[src/common/sbl_pkg.sv]
// Shared constants and types for the serial boot loader.
// Assumes a single 100 MHz clock domain.
package sbl_pkg;
	// ----------------------------------------
	// Timing
	// ----------------------------------------
	localparam int CLK_HZ           = 100_000_000;
	localparam int MIN_BOOT_HZ      = 2_000_000;
	localparam int MAX_BOOT_HZ      = 13_500_000;
	localparam int START_DELAY_CYC  = 100;
	localparam int CAPTURE_CYC      = 3;
	localparam int BITS_PER_MEASURE = 9;
	// ----------------------------------------
	// Register map and fields
	// ----------------------------------------
	localparam logic [11:0] A_GATE     = 12'h000;
	localparam logic [11:0] A_STAT     = 12'h004;
	localparam logic [11:0] A_DIV      = 12'h008;
	localparam logic [11:0] A_LEN      = 12'h00c;
	localparam logic [11:0] A_RAM      = 12'h400;
	localparam logic [7:0]  GATE_RST   = 8'h00;
	localparam int          SEL_BIT    = 3;
	localparam logic [23:0] FREG_LO    = 24'hffffa8;
	localparam logic [23:0] FREG_HI    = 24'hffffac;
	localparam logic [23:0] PROG_START = 24'hffc000;
	// ----------------------------------------
	// Link bytes and pin codes
	// ----------------------------------------
	localparam logic [7:0] ACK_BYTE  = 8'h00;
	localparam logic [7:0] HOST_OK   = 8'h55;
	localparam logic [7:0] ERASE_ERR = 8'hff;
	localparam logic [2:0] MD_BOOT_X = 3'h2;
	localparam logic [2:0] MD_BOOT_S = 3'h3;
	localparam logic [2:0] MD_USER_X = 3'h6;
	localparam logic [2:0] MD_USER_S = 3'h7;
	typedef enum logic [1:0] {SBL_NORMAL, SBL_BOOT, SBL_USER} sbl_mode_type;
	typedef enum logic [3:0] {ST_RESET, ST_NORMAL, ST_START, ST_MEASURE, ST_ACK,
		ST_WAIT55, ST_CHECK, ST_ERASE, ST_LEN_HI, ST_LEN_LO, ST_LOAD, ST_ERR,
		ST_HALT, ST_RUN} sbl_state_type;
	typedef struct packed {
		logic [22:0] zero;
		logic [3:0]  state;
		logic        clk_ok;
		logic        halted;
		logic        ram_rsv;
		logic [1:0]  mode;
	} sbl_status_type;
endpackage

[src/common/sbl_ser_if.sv]
// Link between the boot sequencer and its serial channel.
// Assumes both ends run on the same clock.
`timescale 1ns/1ps
`default_nettype none
interface sbl_ser_if #(parameter int DIV_W = 20);
	logic [DIV_W-1:0] divisor;
	logic             rx_en;
	logic             tx_en;
	logic             rx_line;
	logic             tx_line;
	logic             tx_valid;
	logic             tx_ready;
	logic [7:0]       tx_data;
	logic             rx_valid;
	logic             rx_err;
	logic [7:0]       rx_data;
	modport ctrl (output divisor, rx_en, tx_en, rx_line, tx_valid, tx_data,
		input tx_line, tx_ready, rx_valid, rx_err, rx_data);
	modport chan (input divisor, rx_en, tx_en, rx_line, tx_valid, tx_data,
		output tx_line, tx_ready, rx_valid, rx_err, rx_data);
endinterface
`default_nettype wire

[src/design/sbl_rate_meter.sv]
// Measures the low run of one all-zero frame and derives the bit period.
// Assumes rx_in is already synchronised.
`timescale 1ns/1ps
`default_nettype none
module sbl_rate_meter #(parameter int CNT_W = 20) (
	input  wire logic             clk_in,
	input  wire logic             rst_b_in,
	input  wire logic             start_in,
	input  wire logic             rx_in,
	output logic                  done_out,
	output logic [CNT_W-1:0]      divisor_out
);
	typedef enum logic [1:0] {M_IDLE, M_HIGH, M_LOW} sbl_meter_type;
	sbl_meter_type    state, next_state;
	logic [CNT_W-1:0] cnt, next_cnt, next_div, quot;
	logic             next_done;

	assign quot = cnt / CNT_W'(sbl_pkg::BITS_PER_MEASURE);

	always_comb begin
		next_state = state;
		next_cnt = cnt;
		next_div = divisor_out;
		next_done = 1'b0;
		case (state)
			M_IDLE: if (start_in && rx_in) next_state = M_HIGH;
			M_HIGH: if (!rx_in) begin
				next_cnt = CNT_W'(1);
				next_state = M_LOW;
			end
			M_LOW: if (rx_in) begin
				// Start plus eight zero bits, so the run is nine bits
				next_div = quot;
				next_done = (quot != '0);
				next_state = (quot != '0) ? M_IDLE : M_HIGH;
			end else if (cnt != '1) begin
				next_cnt = cnt + CNT_W'(1);
			end
			default: next_state = M_IDLE;
		endcase
		if (!start_in) next_state = M_IDLE;
	end

	always_ff @(posedge clk_in or negedge rst_b_in) begin
		if (!rst_b_in) begin
			state <= M_IDLE;
			cnt <= '0;
			divisor_out <= '0;
			done_out <= 1'b0;
		end else begin
			state <= next_state;
			cnt <= next_cnt;
			divisor_out <= next_div;
			done_out <= next_done;
		end
	end

	div_nine_a: assert property (@(posedge clk_in) disable iff (!rst_b_in)
		done_out |-> divisor_out == $past(cnt) / CNT_W'(9) && divisor_out != '0)
		else $error("divisor is not a ninth of the low run");
endmodule
`default_nettype wire

[src/design/sbl_uart.sv]
// Asynchronous serial channel, 8 data bits, 1 stop bit, no parity.
// Assumes rx_line is synchronised and divisor is at least two.
`timescale 1ns/1ps
`default_nettype none
module sbl_uart #(parameter int DIV_W = 20) (
	input  wire logic clk_in,
	input  wire logic rst_b_in,
	sbl_ser_if.chan   ser
);
	typedef enum logic [1:0] {R_IDLE, R_START, R_DATA, R_STOP} sbl_rx_type;
	sbl_rx_type       rst_q, next_rst;
	logic [DIV_W-1:0] rcnt, next_rcnt, tcnt, next_tcnt;
	logic [2:0]       rbit, next_rbit;
	logic [7:0]       rsh, next_rsh;
	logic             rvld, next_rvld, rerr, next_rerr, busy, next_busy;
	logic [9:0]       tsh, next_tsh;
	logic [3:0]       tbit, next_tbit;

	assign ser.rx_valid = rvld;
	assign ser.rx_err = rerr;
	assign ser.rx_data = rsh;
	assign ser.tx_ready = ser.tx_en && !busy;
	assign ser.tx_line = busy ? tsh[0] : 1'b1;

	always_comb begin
		next_rst = rst_q;
		next_rcnt = (rcnt != '0) ? rcnt - DIV_W'(1) : rcnt;
		next_rbit = rbit;
		next_rsh = rsh;
		next_rvld = 1'b0;
		next_rerr = 1'b0;
		// Frame is fixed to the asynchronous format
		case (rst_q)
			R_IDLE: if (!ser.rx_line) begin
				next_rcnt = ser.divisor >> 1;
				next_rst = R_START;
			end
			R_START: if (rcnt == '0) begin
				next_rcnt = ser.divisor - DIV_W'(1);
				next_rbit = 3'h0;
				next_rst = ser.rx_line ? R_IDLE : R_DATA;
			end
			R_DATA: if (rcnt == '0) begin
				next_rsh = {ser.rx_line, rsh[7:1]};
				next_rcnt = ser.divisor - DIV_W'(1);
				next_rbit = rbit + 3'h1;
				if (rbit == 3'h7) next_rst = R_STOP;
			end
			R_STOP: if (rcnt == '0) begin
				next_rvld = ser.rx_line;
				next_rerr = !ser.rx_line;
				next_rst = R_IDLE;
			end
			default: next_rst = R_IDLE;
		endcase
		if (!ser.rx_en) next_rst = R_IDLE;
		next_busy = busy;
		next_tsh = tsh;
		next_tbit = tbit;
		next_tcnt = (tcnt != '0) ? tcnt - DIV_W'(1) : tcnt;
		if (!busy) begin
			if (ser.tx_en && ser.tx_valid) begin
				next_tsh = {1'b1, ser.tx_data, 1'b0};
				next_tbit = 4'h0;
				next_tcnt = ser.divisor - DIV_W'(1);
				next_busy = 1'b1;
			end
		end else if (tcnt == '0) begin
			next_tsh = {1'b1, tsh[9:1]};
			next_tbit = tbit + 4'h1;
			next_tcnt = ser.divisor - DIV_W'(1);
			if (tbit == 4'h9) next_busy = 1'b0;
		end
		// Disabling cuts a frame short; the loader never does so mid-byte
		if (!ser.tx_en) next_busy = 1'b0;
	end

	always_ff @(posedge clk_in or negedge rst_b_in) begin
		if (!rst_b_in) begin
			rst_q <= R_IDLE;
			rcnt <= '0;
			rbit <= 3'h0;
			rsh <= 8'h00;
			rvld <= 1'b0;
			rerr <= 1'b0;
			busy <= 1'b0;
			tsh <= 10'h3ff;
			tbit <= 4'h0;
			tcnt <= '0;
		end else begin
			rst_q <= next_rst;
			rcnt <= next_rcnt;
			rbit <= next_rbit;
			rsh <= next_rsh;
			rvld <= next_rvld;
			rerr <= next_rerr;
			busy <= next_busy;
			tsh <= next_tsh;
			tbit <= next_tbit;
			tcnt <= next_tcnt;
		end
	end

	tx_start_low_a: assert property (@(posedge clk_in) disable iff (!rst_b_in)
		!busy && ser.tx_en && ser.tx_valid |=> busy && !ser.tx_line)
		else $error("frame does not open with a low start bit");
endmodule
`default_nettype wire

[src/design/sbl_top.sv]
// Serial boot loader: mode entry, bit rate adjustment, program load, flash gate.
// Assumes an AHB-Lite master, a flash array on the same clock, pins asynchronous.
//
// Behaviour
// - Flash access gate is 8 bits, cleared on any reset and standby.
// - Gate bit 3 selects flash control registers at 0xFFFFA8..0xFFFFAC.
// - Write-enable high with mode 010/011 is boot, 110/111 user program.
// - Programming state entered only by reset-start in a programming mode.
// - Boot loads host program into RAM program area, then branches there.
// - Host sends 0x00 bytes, 8N1; device measures their low period.
// - Device sends 0x00 after adjustment; host answers with 0x55.
// - Rate adjustment supported only for clocks 2 to 13.5 MHz; the code adjusts at any clock and only flags the range in status clk_ok.
// - Unerasable cell: send 0xFF once and halt everything after.
// - Measurement starts about 100 cycles after reset release.
// - Flash holding any programmed data is fully erased before loading.
// - Before branch: serial disabled, divisor kept, transmit pin high.
// - Boot RAM area stays reserved until the loaded program runs.
// - Boot ends only by reset with new pins, or watchdog overflow; here a watchdog restart relatches pins, re-entering boot if still selected.
// - Interrupts are blocked while flash programs or erases.
// - Loading channel runs in asynchronous mode.
//
// Chosen here: the register addresses and the AHB-Lite register port.
`timescale 1ns/1ps
`default_nettype none
module sbl_top #(
	parameter int CLK_HZ    = sbl_pkg::CLK_HZ,
	parameter int DIV_W     = 20,
	parameter int RAM_DEPTH = 256
) (
	input  wire logic        clk_in,
	input  wire logic        rst_b_in,
	input  wire logic        hsel_in,
	input  wire logic [31:0] haddr_in,
	input  wire logic [1:0]  htrans_in,
	input  wire logic        hwrite_in,
	input  wire logic [2:0]  hsize_in,
	input  wire logic [31:0] hwdata_in,
	input  wire logic        hready_in,
	output logic [31:0]      hrdata_out,
	output logic             hreadyout_out,
	output logic             hresp_out,
	input  wire logic        flash_write_enable_pin_in,
	input  wire logic        mode_pin_2_in,
	input  wire logic        mode_pin_1_in,
	input  wire logic        mode_pin_0_in,
	input  wire logic        standby_b_in,
	input  wire logic        watchdog_overflow_in,
	input  wire logic        serial_rx_pin_in,
	output logic             serial_tx_pin_out,
	input  wire logic [23:0] cpu_addr_in,
	output logic             flash_ctrl_sel_out,
	input  wire logic        flash_blank_in,
	output logic             erase_all_out,
	input  wire logic        erase_done_in,
	input  wire logic        erase_fail_in,
	input  wire logic        flash_busy_in,
	output logic             irq_block_out,
	output logic             prog_state_out,
	output logic             boot_mode_out,
	output logic             branch_out,
	output logic [23:0]      branch_addr_out,
	output logic             ram_reserved_out
);
	localparam int  AW     = $clog2(RAM_DEPTH);
	localparam logic CLK_OK = (CLK_HZ >= sbl_pkg::MIN_BOOT_HZ) &&
		(CLK_HZ <= sbl_pkg::MAX_BOOT_HZ);

	sbl_ser_if #(.DIV_W(DIV_W)) ser ();
	sbl_pkg::sbl_state_type state, next_state;
	sbl_pkg::sbl_mode_type  mode, next_mode, pin_mode;
	sbl_pkg::sbl_status_type stat;
	logic [5:0]       pin_s1, pin_s2;
	logic [7:0]       cnt, next_cnt, gate, next_gate;
	logic [15:0]      prog_len, next_len, load_idx, next_idx;
	logic [DIV_W-1:0] divisor, next_div, meas_div;
	logic             meas_done, next_erase, next_branch, tx_valid;
	logic [7:0]       tx_data;
	logic             wr_pend, next_wr;
	logic [11:0]      wr_addr, next_waddr;
	logic [31:0]      next_rdata;
	logic             addr_ok, rd_req;
	logic [7:0]       prog_ram [RAM_DEPTH];

	// ----------------------------------------
	// Pin synchronisers
	// ----------------------------------------
	always_ff @(posedge clk_in or negedge rst_b_in) begin
		if (!rst_b_in) begin
			pin_s1 <= 6'h3f;
			pin_s2 <= 6'h3f;
		end else begin
			pin_s1 <= {standby_b_in, flash_write_enable_pin_in, mode_pin_2_in,
				mode_pin_1_in, mode_pin_0_in, serial_rx_pin_in};
			pin_s2 <= pin_s1;
		end
	end

	function automatic sbl_pkg::sbl_mode_type decode_mode(input logic flash_write_enable_pin,
		input logic [2:0] md);
		decode_mode = sbl_pkg::SBL_NORMAL;
		if (flash_write_enable_pin && (md == sbl_pkg::MD_BOOT_X || md == sbl_pkg::MD_BOOT_S))
			decode_mode = sbl_pkg::SBL_BOOT;
		if (flash_write_enable_pin && (md == sbl_pkg::MD_USER_X || md == sbl_pkg::MD_USER_S))
			decode_mode = sbl_pkg::SBL_USER;
	endfunction

	assign pin_mode = decode_mode(pin_s2[4], pin_s2[3:1]);

	// ----------------------------------------
	// Serial channel and rate meter
	// ----------------------------------------
	assign ser.divisor = divisor; // Divisor survives the branch
	assign ser.rx_line = pin_s2[0];
	assign ser.rx_en = state inside {sbl_pkg::ST_WAIT55, sbl_pkg::ST_CHECK,
		sbl_pkg::ST_ERASE, sbl_pkg::ST_LEN_HI, sbl_pkg::ST_LEN_LO, sbl_pkg::ST_LOAD};
	// Halt keeps transmit on so the error byte finishes
	assign ser.tx_en = ser.rx_en || state inside {sbl_pkg::ST_ACK,
		sbl_pkg::ST_ERR, sbl_pkg::ST_HALT};
	assign ser.tx_valid = tx_valid;
	assign ser.tx_data = tx_data;

	sbl_uart #(.DIV_W(DIV_W)) u_uart (
		.clk_in  (clk_in),
		.rst_b_in(rst_b_in),
		.ser     (ser)
	);

	sbl_rate_meter #(.CNT_W(DIV_W)) u_meter (
		.clk_in     (clk_in),
		.rst_b_in   (rst_b_in),
		.start_in   (state == sbl_pkg::ST_MEASURE),
		.rx_in      (pin_s2[0]),
		.done_out   (meas_done),
		.divisor_out(meas_div)
	);

	// ----------------------------------------
	// Boot sequencer
	// ----------------------------------------
	always_comb begin
		next_state = state;
		next_cnt = cnt;
		next_mode = mode;
		next_len = prog_len;
		next_idx = load_idx;
		next_div = divisor;
		next_erase = 1'b0;
		next_branch = 1'b0;
		tx_valid = 1'b0;
		tx_data = sbl_pkg::ACK_BYTE;
		if (cnt != 8'(sbl_pkg::START_DELAY_CYC)) next_cnt = cnt + 8'h01;
		case (state)
			sbl_pkg::ST_RESET: if (cnt == 8'(sbl_pkg::CAPTURE_CYC)) begin
				// Mode only latched at reset-start
				next_mode = pin_mode;
				next_state = (pin_mode == sbl_pkg::SBL_BOOT) ? sbl_pkg::ST_START :
					sbl_pkg::ST_NORMAL;
			end
			sbl_pkg::ST_NORMAL: next_state = state;
			sbl_pkg::ST_START: if (cnt == 8'(sbl_pkg::START_DELAY_CYC))
				next_state = sbl_pkg::ST_MEASURE;
			sbl_pkg::ST_MEASURE: if (meas_done) begin
				next_div = meas_div;
				next_state = sbl_pkg::ST_ACK;
			end
			sbl_pkg::ST_ACK: begin
				tx_valid = 1'b1;
				if (ser.tx_ready) next_state = sbl_pkg::ST_WAIT55;
			end
			// Stray zero bytes from the host are ignored here
			sbl_pkg::ST_WAIT55: if (ser.rx_valid && ser.rx_data == sbl_pkg::HOST_OK)
				next_state = sbl_pkg::ST_CHECK;
			sbl_pkg::ST_CHECK: if (flash_blank_in) begin
				next_state = sbl_pkg::ST_LEN_HI;
			end else begin
				next_erase = 1'b1;
				next_state = sbl_pkg::ST_ERASE;
			end
			sbl_pkg::ST_ERASE: if (erase_fail_in) begin
				next_state = sbl_pkg::ST_ERR;
			end else if (erase_done_in) begin
				next_state = sbl_pkg::ST_LEN_HI;
			end
			sbl_pkg::ST_LEN_HI: if (ser.rx_valid) begin
				next_len = {ser.rx_data, prog_len[7:0]};
				next_state = sbl_pkg::ST_LEN_LO;
			end
			sbl_pkg::ST_LEN_LO: if (ser.rx_valid) begin
				next_len = {prog_len[15:8], ser.rx_data};
				next_idx = 16'h0000;
				next_branch = (next_len == 16'h0000);
				next_state = next_branch ? sbl_pkg::ST_RUN : sbl_pkg::ST_LOAD;
			end
			sbl_pkg::ST_LOAD: if (ser.rx_valid) begin
				next_idx = load_idx + 16'h0001;
				if (next_idx == prog_len) begin
					next_branch = 1'b1;
					next_state = sbl_pkg::ST_RUN;
				end
			end
			sbl_pkg::ST_ERR: begin
				tx_valid = 1'b1;
				tx_data = sbl_pkg::ERASE_ERR;
				if (ser.tx_ready) next_state = sbl_pkg::ST_HALT;
			end
			sbl_pkg::ST_HALT: next_state = state;
			sbl_pkg::ST_RUN: next_state = state;
			default: next_state = sbl_pkg::ST_RESET;
		endcase
		if (watchdog_overflow_in) begin
			next_state = sbl_pkg::ST_RESET;
			next_cnt = 8'h00;
			next_mode = sbl_pkg::SBL_NORMAL;
		end
	end

	always_ff @(posedge clk_in or negedge rst_b_in) begin
		if (!rst_b_in) begin
			state <= sbl_pkg::ST_RESET;
			cnt <= 8'h00;
			mode <= sbl_pkg::SBL_NORMAL;
			prog_len <= 16'h0000;
			load_idx <= 16'h0000;
			divisor <= '0;
			erase_all_out <= 1'b0;
			branch_out <= 1'b0;
			branch_addr_out <= sbl_pkg::PROG_START;
			boot_mode_out <= 1'b0;
			prog_state_out <= 1'b0;
			ram_reserved_out <= 1'b0;
			irq_block_out <= 1'b0;
			serial_tx_pin_out <= 1'b1;
		end else begin
			state <= next_state;
			cnt <= next_cnt;
			mode <= next_mode;
			prog_len <= next_len;
			load_idx <= next_idx;
			divisor <= next_div;
			erase_all_out <= next_erase;
			branch_out <= next_branch;
			branch_addr_out <= sbl_pkg::PROG_START;
			boot_mode_out <= next_mode == sbl_pkg::SBL_BOOT;
			prog_state_out <= next_mode != sbl_pkg::SBL_NORMAL;
			ram_reserved_out <= next_mode == sbl_pkg::SBL_BOOT &&
				next_state != sbl_pkg::ST_RUN;
			// Cycle after the last erase cycle stays covered too, the flash may still be settling
			irq_block_out <= flash_busy_in || state == sbl_pkg::ST_ERASE ||
				next_state == sbl_pkg::ST_ERASE;
			serial_tx_pin_out <= (next_state == sbl_pkg::ST_RUN) ? 1'b1 :
				ser.tx_line;
		end
	end

	// Bytes past the RAM depth are counted but dropped
	always_ff @(posedge clk_in) begin
		if (state == sbl_pkg::ST_LOAD && ser.rx_valid && load_idx < 16'(RAM_DEPTH))
			prog_ram[load_idx[AW-1:0]] <= ser.rx_data;
	end

	// ----------------------------------------
	// Register bus
	// ----------------------------------------
	assign addr_ok = hsel_in && htrans_in[1] && hready_in;
	assign rd_req = addr_ok && !hwrite_in;

	always_comb begin
		next_wr = addr_ok && hwrite_in;
		next_waddr = haddr_in[11:0];
		next_gate = gate;
		if (wr_pend && wr_addr == sbl_pkg::A_GATE)
			next_gate = hwdata_in[7:0];
		if (!pin_s2[5] || watchdog_overflow_in) next_gate = sbl_pkg::GATE_RST;
		stat = '0;
		stat.state = 4'(state);
		stat.clk_ok = CLK_OK;
		stat.halted = state == sbl_pkg::ST_HALT;
		stat.ram_rsv = ram_reserved_out;
		stat.mode = 2'(mode);
		next_rdata = 32'h0000_0000;
		if (rd_req) begin
			if (haddr_in[11:10] == sbl_pkg::A_RAM[11:10]) begin
				if (32'(haddr_in[9:2]) < RAM_DEPTH)
					next_rdata = {24'h00_0000, prog_ram[haddr_in[AW+1:2]]};
			end else begin
				case (haddr_in[11:0])
					sbl_pkg::A_GATE: next_rdata = {24'h00_0000, next_gate};
					sbl_pkg::A_STAT: next_rdata = stat;
					sbl_pkg::A_DIV:  next_rdata = 32'(divisor);
					sbl_pkg::A_LEN:  next_rdata = {16'h0000, prog_len};
					default:         next_rdata = 32'h0000_0000;
				endcase
			end
		end
	end

	always_ff @(posedge clk_in or negedge rst_b_in) begin
		if (!rst_b_in) begin
			gate <= sbl_pkg::GATE_RST;
			wr_pend <= 1'b0;
			wr_addr <= 12'h000;
			hrdata_out <= 32'h0000_0000;
			hreadyout_out <= 1'b1;
			hresp_out <= 1'b0;
			flash_ctrl_sel_out <= 1'b0;
		end else begin
			gate <= next_gate;
			wr_pend <= next_wr;
			wr_addr <= next_waddr;
			hrdata_out <= next_rdata;
			hreadyout_out <= 1'b1;
			hresp_out <= 1'b0;
			flash_ctrl_sel_out <= next_gate[sbl_pkg::SEL_BIT] &&
				cpu_addr_in >= sbl_pkg::FREG_LO && cpu_addr_in <= sbl_pkg::FREG_HI;
		end
	end

	// ----------------------------------------
	// Checks
	// ----------------------------------------
	gate_clear_a: assert property (@(posedge clk_in) disable iff (!rst_b_in)
		!pin_s2[5] |=> gate == 8'h00 && !flash_ctrl_sel_out)
		else $error("gate not cleared in standby");
	sel_window_a: assert property (@(posedge clk_in) disable iff (!rst_b_in)
		flash_ctrl_sel_out |-> $past(cpu_addr_in) >= 24'hffffa8 &&
			$past(cpu_addr_in) <= 24'hffffac && gate[3])
		else $error("flash registers selected outside window");
	boot_decode_a: assert property (@(posedge clk_in) disable iff (!rst_b_in)
		state == sbl_pkg::ST_RESET && cnt == 8'd3 && pin_s2[4] && pin_s2[3:1] == 3'b011
		|=> state == sbl_pkg::ST_START ##1 boot_mode_out && prog_state_out)
		else $error("boot pins not decoded as boot");
	start_delay_a: assert property (@(posedge clk_in) disable iff (!rst_b_in)
		$rose(state == sbl_pkg::ST_MEASURE) |-> cnt == 8'd100)
		else $error("measurement began before the start delay");
	ack_first_a: assert property (@(posedge clk_in) disable iff (!rst_b_in)
		$rose(state == sbl_pkg::ST_WAIT55) |-> $past(state) == sbl_pkg::ST_ACK &&
			$past(ser.tx_data) == 8'h00)
		else $error("answer awaited without adjustment byte");
	halt_hold_a: assert property (@(posedge clk_in) disable iff (!rst_b_in)
		state == sbl_pkg::ST_HALT && !watchdog_overflow_in |=>
			state == sbl_pkg::ST_HALT && !erase_all_out && !branch_out)
		else $error("operation resumed after erase error");
	branch_clean_a: assert property (@(posedge clk_in) disable iff (!rst_b_in)
		branch_out |-> !ser.rx_en && !ser.tx_en && serial_tx_pin_out &&
			branch_addr_out == 24'hffc000 && divisor == $past(divisor, 2))
		else $error("branch without quiet serial channel");
	irq_block_a: assert property (@(posedge clk_in) disable iff (!rst_b_in)
		flash_busy_in || state == sbl_pkg::ST_ERASE |=> irq_block_out)
		else $error("interrupts open during flash operation");
	wdt_exit_a: assert property (@(posedge clk_in) disable iff (!rst_b_in)
		watchdog_overflow_in |=> state == sbl_pkg::ST_RESET && !boot_mode_out)
		else $error("watchdog did not end boot");
endmodule
`default_nettype wire

[config.mk]
export PLATFORM = sky130hd
export DESIGN_NAME = sbl_top
export DESIGN_NICKNAME = d
export VERILOG_FILES = /design/src/common/sbl_pkg.sv /design/src/common/sbl_ser_if.sv /design/src/design/sbl_rate_meter.sv /design/src/design/sbl_uart.sv /design/src/design/sbl_top.sv
export SDC_FILE = /design/constraint.sdc
export NUM_CORES = 2
export LEC_CHECK = 0
export ABC_AREA = 0
export BUFFER_PORTS_ARGS = -buffer_cell sky130_fd_sc_hd__buf_2
export CORE_MARGIN = 2
export CORE_UTILIZATION = 40
export DETAILED_ROUTE_END_ITERATION = 10
export PLACE_DENSITY = 0.53
export REMOVE_ABC_BUFFERS = 1
export SLEW_MARGIN = 20
export SYNTH_ARGS = -nofsm -noshare
export SYNTH_HDL_FRONTEND = slang
export SYNTH_SLANG_ARGS = --single-unit
[constraint.sdc]
create_clock -name clk_in -period 9.1 [get_ports clk_in]
set_input_delay 1.82 -clock clk_in [delete_from_list [all_inputs] [get_ports clk_in]]
set_output_delay 1.82 -clock clk_in [all_outputs]
set_load 0.02 [all_outputs]
Word-level counts from Yosys, hierarchy flattened
Memory sizes are Yosys's and may differ from the RTL's.
Cells that the tools add are included.
{ "word_totals": {"n_memories": 1, "mem_bits_rw": 2048, "out_inout_bits": 66, "in_bits": 109, "ff_bits": 251} }
{ "classes": {"reduce_logical": 58, "order_cmp": 3, "bitwise_logic": 2, "mux": 91, "n_eq_ne": 55, "add_sub_neg": 8, "n_div": 1} }
{ "memory_table": {"columns": ["memory", "depth", "word_bits", "rd", "rd_clocked_by_memory_dff", "wr", "line_no", "rtl"], "rows": [
  ["prog_ram", 256, 8, 1, 0, 1, "sbl_top.sv:82", "logic [7:0] prog_ram [RAM_DEPTH];"]
]} }
{ "op_table": {"columns": ["cell", "count"], "rows": [
  ["2-to-1 mux 20 bit", 12],
  ["one-hot mux 20 bit (2 select lines)", 2],
  ["one-hot mux 20 bit (4 select lines)", 1],
  ["2-to-1 mux 4 bit", 17],
  ["one-hot mux 16 bit (2 select lines)", 2],
  ["nonzero test 20 bit", 3],
  ["subtractor 20 x 1 -> 20 bit (second input constant)", 3],
  ["2-to-1 mux 16 bit", 3],
  ["2-to-1 mux 8 bit", 6],
  ["one-hot mux 4 bit (12 select lines)", 1],
  ["zero test 20 bit", 2],
  ["== test 4 bit (second input constant)", 8],
  ["2-to-1 mux 2 bit", 16],
  ["2-to-1 mux 10 bit", 3],
  ["== test 12 x 4 -> 1 bit (second input constant)", 2],
  [">= comparator 24 bit (second input constant)", 1],
  ["<= comparator 24 bit (second input constant)", 1],
  ["zero test 12 bit", 2],
  ["2-to-1 mux 1 bit", 21],
  ["adder 20 x 1 -> 20 bit (second input constant)", 1],
  ["divider 20 x 4 -> 20 bit (second input constant)", 1],
  ["== test 4 x 3 -> 1 bit (second input constant)", 5],
  ["!= test 20 bit (second input constant)", 1],
  ["adder 16 x 1 -> 16 bit (second input constant)", 1],
  ["41 further kinds", 103]
]} }

Depth between registers and ports, before layout
{ "logic_depth": {"ltp_word": 12, "ltp_mapped": 35, "mapped_depth_nobuf": 31} }

Modules after synthesis
A second synthesis with hierarchy kept.
{ "unflattened": {"hier_cells": 5267, "hier_area_um2": 94652.0} }
{ "modules_own_cells": {"columns": ["module", "cells_each", "instances", "area_each_um2"], "rows": [
  ["sbl_top", 4239, 1, 85742.2],
  ["sbl_rate_meter", 568, 1, 4541.9],
  ["sbl_uart", 460, 1, 4367.9]
]} }

Worst setup path after synthesis
Ideal clock, no wire load.
{ "synth_path": {"path_type": "register to register", "startpoint": "reg u_meter.cnt[17]", "endpoint": "reg u_meter.divisor_out[0]", "path_stages_with_launch": 33, "arrival_ns": 7.251, "required_ns": 8.979, "setup_slack_ns": 1.728, "n_path_buf": 2, "path_cell_list": "dfrtp_1 -> buf_6 -> or3b_4 -> a2111oi_2 -> a41oi_1 -> a41oi_1 -> a31oi_1 -> a311o_1 -> a31o_1 -> a2111o_1 -> and3_4 -> buf_6 -> a311oi_4 -> mux2i_2 -> a311o_1 -> a31oi_1 -> a311oi_1 -> a21boi_1 -> o211ai_4 -> maj3_1 -> o22ai_2 -> nor2_1 -> a221oi_1 -> and3_1 -> o21a_1 -> xnor2_1 -> ha_1 -> nand3_1 -> nand2b_1 -> a21oi_1 -> a2111oi_2 -> a311oi_1 -> o22a_1"} }
{ "synth_via": {"elab_chain_cells": 1} }
{ "synth_rtl": {"columns": ["element", "line_no", "rtl"], "rows": [
  ["start, declared", "sbl_rate_meter.sv:15", "logic [CNT_W-1:0] cnt, next_cnt, next_div, quot;"],
  ["start signal, assigned", "sbl_rate_meter.sv:52", "cnt <= next_cnt;"],
  ["divider 20 x 4 -> 20 bit", "sbl_rate_meter.sv:18", "assign quot = cnt / CNT_W'(sbl_pkg::BITS_PER_MEASURE);"],
  ["end signal, assigned", "sbl_rate_meter.sv:53", "divisor_out <= next_div;"],
  ["end, declared", "sbl_rate_meter.sv:11", "output logic [CNT_W-1:0] divisor_out"]
]} }
Every way passes these cells.
A chain may end at the register's enable or synchronous reset.

Final worst setup path
Ends and elaborated chain as after synthesis.

==> summary.md <==
| Metric | Value |
|---|---|
| Critical path's slowest cell | `dfrtp_2` |
| # fillers | `19,740` |
| TritonRoute pass-1 iters | `5` |
| WL met3 | `13,470 microns` |
| Crit path buf inv count | `0` |
| Final setup fails | `0` |
| Top post-synthesis cells by area | `edfxtp_1 66%, mux4_2 15%, dfrtp_1 5.5%` |
| H-Tree Depth | `4` |
| IO Pins | `175` |
| Pins over their slew limit | `0` |
| Leak | `0.03152 uW` |
| Power Density | `208.0 nW/um^2` |
| Asr flop ratio synth | `0.09978` |
| First-pass GRT wire length | `353,500 microns` |
| Number of synthesized flops with an enable pin | `2,048` |
| Final worst-path cycle share | `0.9453` |
| Synthesized area | `93,420 sq um` |
| Synth Area in Adders | `0.003563` |
| Largest net degree at the start of global routing | `205` |
| Die X | `487.3 microns` |
| Worst Setup Path Type | `reg -> reg` |
| Cell Rows | `177` |
| Syn Area/Cell | `18.51 sq um` |
| Yosys reg bits | `2,275` |
| Main flop type after synthesis | `edfxtp_1` |
| First-iteration detailed-routing DRC count | `4,688` |
| R2R setup slack | `0.50 ns` |
| Max Root-Sink Buffers | `3` |
| Ys Warns | `0` |
| WP data arrival | `9.36 ns` |
| Most frequent cells in the layout | `2,048 x edfxtp_1, 606 x mux4_2, 443 x nor2_1` |
| Path depth of the worst reg2reg path | `28` |
| DR top layer | `met5` |
| Met1 wire length | `110,500 microns` |
| Slowest cell delay on critical path | `0.59 ns` |
| CP endpoint kind | `register` |
| Clock sinks | `2,275` |
| Tmin final | `8.602 ns` |
| Cells after Synth | `5,046` |
| Critical Path RT | `9.86 ns` |
| Critical R2R Launch | `u_meter.cnt[17]$_DFFE_PN0P_` |
| Worst IR drop on VDD | `0.0002116 V` |
| CP Depth | `28` |
| DRC viols | `0` |
| Setup TNS Final | `0 ns` |
| Setup crit start | `u_meter.cnt[17]$_DFFE_PN0P_` |
| Worst Setup Start Kind | `register` |
| Routability congestion estimate | `0.8090` |
| Root buffer cell | `clkbuf_16` |
| CP top delay family | `compound AO/OA/AOI/OAI gates` |
| Hold Vio Cnt, Final | `0` |
| Die span in y | `487.3 microns` |
| Via count | `48,560` |
| Max_cap viols | `0` |
| Initial Utilization | `0.4021` |
| DR WL/cell | `29.11 microns` |
| Clk_lat worst skew | `0.88 ns` |
| Synth Area in Simple Gates | `0.04925` |
| GRT Total Usage | `0.2060` |
| Worst-margin pin slew | `1.219 ns` |
| Outcome | `finished clean` |
| Vias per Instance | `5.758` |
| Commonest non-fill, non-tap cell in the layout | `edfxtp_1` |
| Reg clk slew, reported paths | `0.06 ns` |
| P&R area growth vs syn | `12.75%` |
| Die ar. | `237,400 sq um` |
| Crit path max fanout | `25` |
| Hold/Removal Path Class | `reg -> reg` |
| RSZ-0062 raised after global routing | `false` |
| Most Frequent Cell on Critical Path | `a311oi_1` |
| Post-Route WL | `245,500 microns` |
| Compound-gate portion of the synthesized area | `0.03737` |
| Total grt overflow | `0` |
| Top cell type's share of synthesized area | `0.6583` |
| Vias in the first global route | `48,480` |
| Max Fclk | `0.1163 GHz` |
| Final net count | `5,317` |
| Sequential-to-total area share from yosys stat | `0.7194` |
| Largest family of logic cells by synthesized area | `multiplexers` |
| Worst Setup EP | `u_meter.divisor_out[0]$_DFFE_PN0P_` |
| Antenna violations before repair | `16` |
| Core Area | `232,300 sq um` |
| Layout cells sized above 1 | `0.2358` |
| DR WL met2 | `115,600 microns` |
| Cts bufs inserted | `233` |
| Multiplexer area fraction after synthesis | `0.1634` |
| Setup Skew | `0.05619 ns` |
| I/O Buffers | `84` |
| Unique masters post-synth | `112` |
| Slew HR | `0.1858` |
| Dpl cells | `7,991` |
| Area leader, netlist | `edfxtp_1` |
| CTS tree | `done` |
| Post-route ant nets | `0` |
| Reg-to-Reg End | `u_meter.divisor_out[0]$_DFFE_PN0P_` |
| Detailed Place HPWL | `148,700 microns` |
| XOR/XNOR share of the synthesized area | `0.01022` |
| Finished Layout Cells | `8,433` |
[synth_stat cells (all sizes together), types with 8 or more instances]
| master | instances |
|---|---|
| a22oi | 36 |
| o22ai | 20 |
| nor4 | 33 |
| or2 | 14 |
| buf | 128 |
| nand4 | 21 |
| a32oi | 8 |
| dfrtp | 207 |
| mux2 | 31 |
| a21oi | 97 |
| nor2 | 445 |
| nor3 | 45 |
| and4 | 8 |
| o21ai | 123 |
| nor2b | 15 |
| or3 | 16 |
| and2 | 25 |
| xor2 | 44 |
| and3 | 17 |
| clkbuf | 192 |
| a31o | 8 |
| a21o | 8 |
| nand2 | 241 |
| o31ai | 10 |
| a221oi | 46 |
| xnor2 | 65 |
| dfstp | 20 |
| ha | 25 |
| nand2b | 19 |
| mux2i | 126 |
| o211ai | 17 |
| inv | 43 |
| mux4 | 606 |
| nand3 | 74 |
| a211oi | 14 |
| edfxtp | 2048 |
| a31oi | 19 |
| a22o | 12 |
[routing by layer]
| layer | track usage | vias to the layer above |
|---|---|---|
| li1 | - | 20670 |
| met1 | 0.3050 | 26050 |
| met2 | 0.3203 | 1520 |
| met3 | 0.02866 | 315 |
| met4 | 0.05590 | 2 |
| met5 | 0 | - |
[worst min path at each step]
| stage | start | endpoint | slack [ns] | cells after the start |
|---|---|---|---|---|
| floorplan | pin_s1[0]$_DFF_PN1_ | pin_s2[0]$_DFF_PN1_ | 0.35 | 0 |
| detailed placement | pin_s1[4]$_DFF_PN1_ | pin_s2[4]$_DFF_PN1_ | 0.35 | 0 |
| finish | pin_s1[4]$_DFF_PN1_ | pin_s2[4]$_DFF_PN1_ | 0.35 | 0 |
| global placement | pin_s1[0]$_DFF_PN1_ | pin_s2[0]$_DFF_PN1_ | 0.35 | 0 |
| global route | pin_s1[4]$_DFF_PN1_ | pin_s2[4]$_DFF_PN1_ | 0.36 | 0 |
| CTS | pin_s1[4]$_DFF_PN1_ | pin_s2[4]$_DFF_PN1_ | 0.36 | 0 |
[flip-flops by register name, summed over array words and instances, names as in the netlist, 4 cells and up]
signal               cells
u_meter.cnt             20
u_uart.rcnt             20
state                    4
cnt                      8
prog_len                16
u_uart.tcnt             20
u_uart.tbit              4
prog_ram              2048
pin_s1                   5
u_uart.tsh               9
gate                     8
divisor                 17
u_meter.divisor_out     17
hrdata_out              17
load_idx                16
wr_addr                 12
pin_s2                   5
u_uart.ser.rx_data       8
[worst reg2reg max path: cells and delay by family (launching register included)]
kind	cells	cell delay [ns]
adder cells (fa/ha/maj)	2	0.61
flip-flops	1	0.59
multiplexers	2	0.85
AO/OA/AOI/OAI	17	4.60
AND/OR/NAND/NOR	6	1.71
XOR/XNOR	1	0.17
[report_power, final]
part           total, uW  internal, uW  switching (uW)  leakage [uW]
Combinational        854           333             521       0.00822
Clock               9670          5530            4140       0.00378
Sequential         11400         11300            75.1        0.0195
Total              21900         17200            4740        0.0315
[what timing repair did]
action,in CTS,in global routing
gates resized for setup,0,11
hold buffers,0,0
endpoints found under the setup margin,0,2
setup buffers,0,0
hold endpoints to repair,0,0
[kinds of logic (layout without fill, tap and decap cells)]
kind of cell / Yosys count / in the layout
flops: 2275 / 2275
simple gates: 1009 / 1009
mux: 763 / 763
compound gates: 495 / 495
buf+inv: 366 / 668
xor+xnor: 109 / 109
fa+ha+maj: 27 / 27
other cells: 2 / 44
[layout make-up]
cell class | instances | area [sq um] | area share
antenna | 3 | 7.507 | 0.00007128
clock buffer | 294 | 6182 | 0.05870
clock inverter | 145 | 1592 | 0.01511
inverter | 46 | 172.7 | 0.001639
multi-input combinational | 2444 | 24920 | 0.2366
sequential | 2275 | 67240 | 0.6384
tap | 3043 | 3807 | 0.03615
timing repair buffer | 183 | 1401 | 0.01330
[per-stage QoR]
stage / hold WS [ns] / setup slack [ns] / instance area (sq um) / utilization / total power, uW
final: 0.3549 / 0.4978 / 105300 / 0.4534 / 21910
after floorplan: 0.3452 / 1.552 / 92170 / - / 12060
after global placement: 0.3459 / 0.3624 / 97490 / 0.4196 / 12450
after CTS: 0.3564 / 0.1716 / 105300 / 0.4531 / 22120
after detailed placement: 0.3473 / 0.1479 / 97490 / 0.4197 / 12460
after global routing: 0.3596 / 0.005892 / 105300 / 0.4534 / 22600
Power figures use the tool's default switching activity.
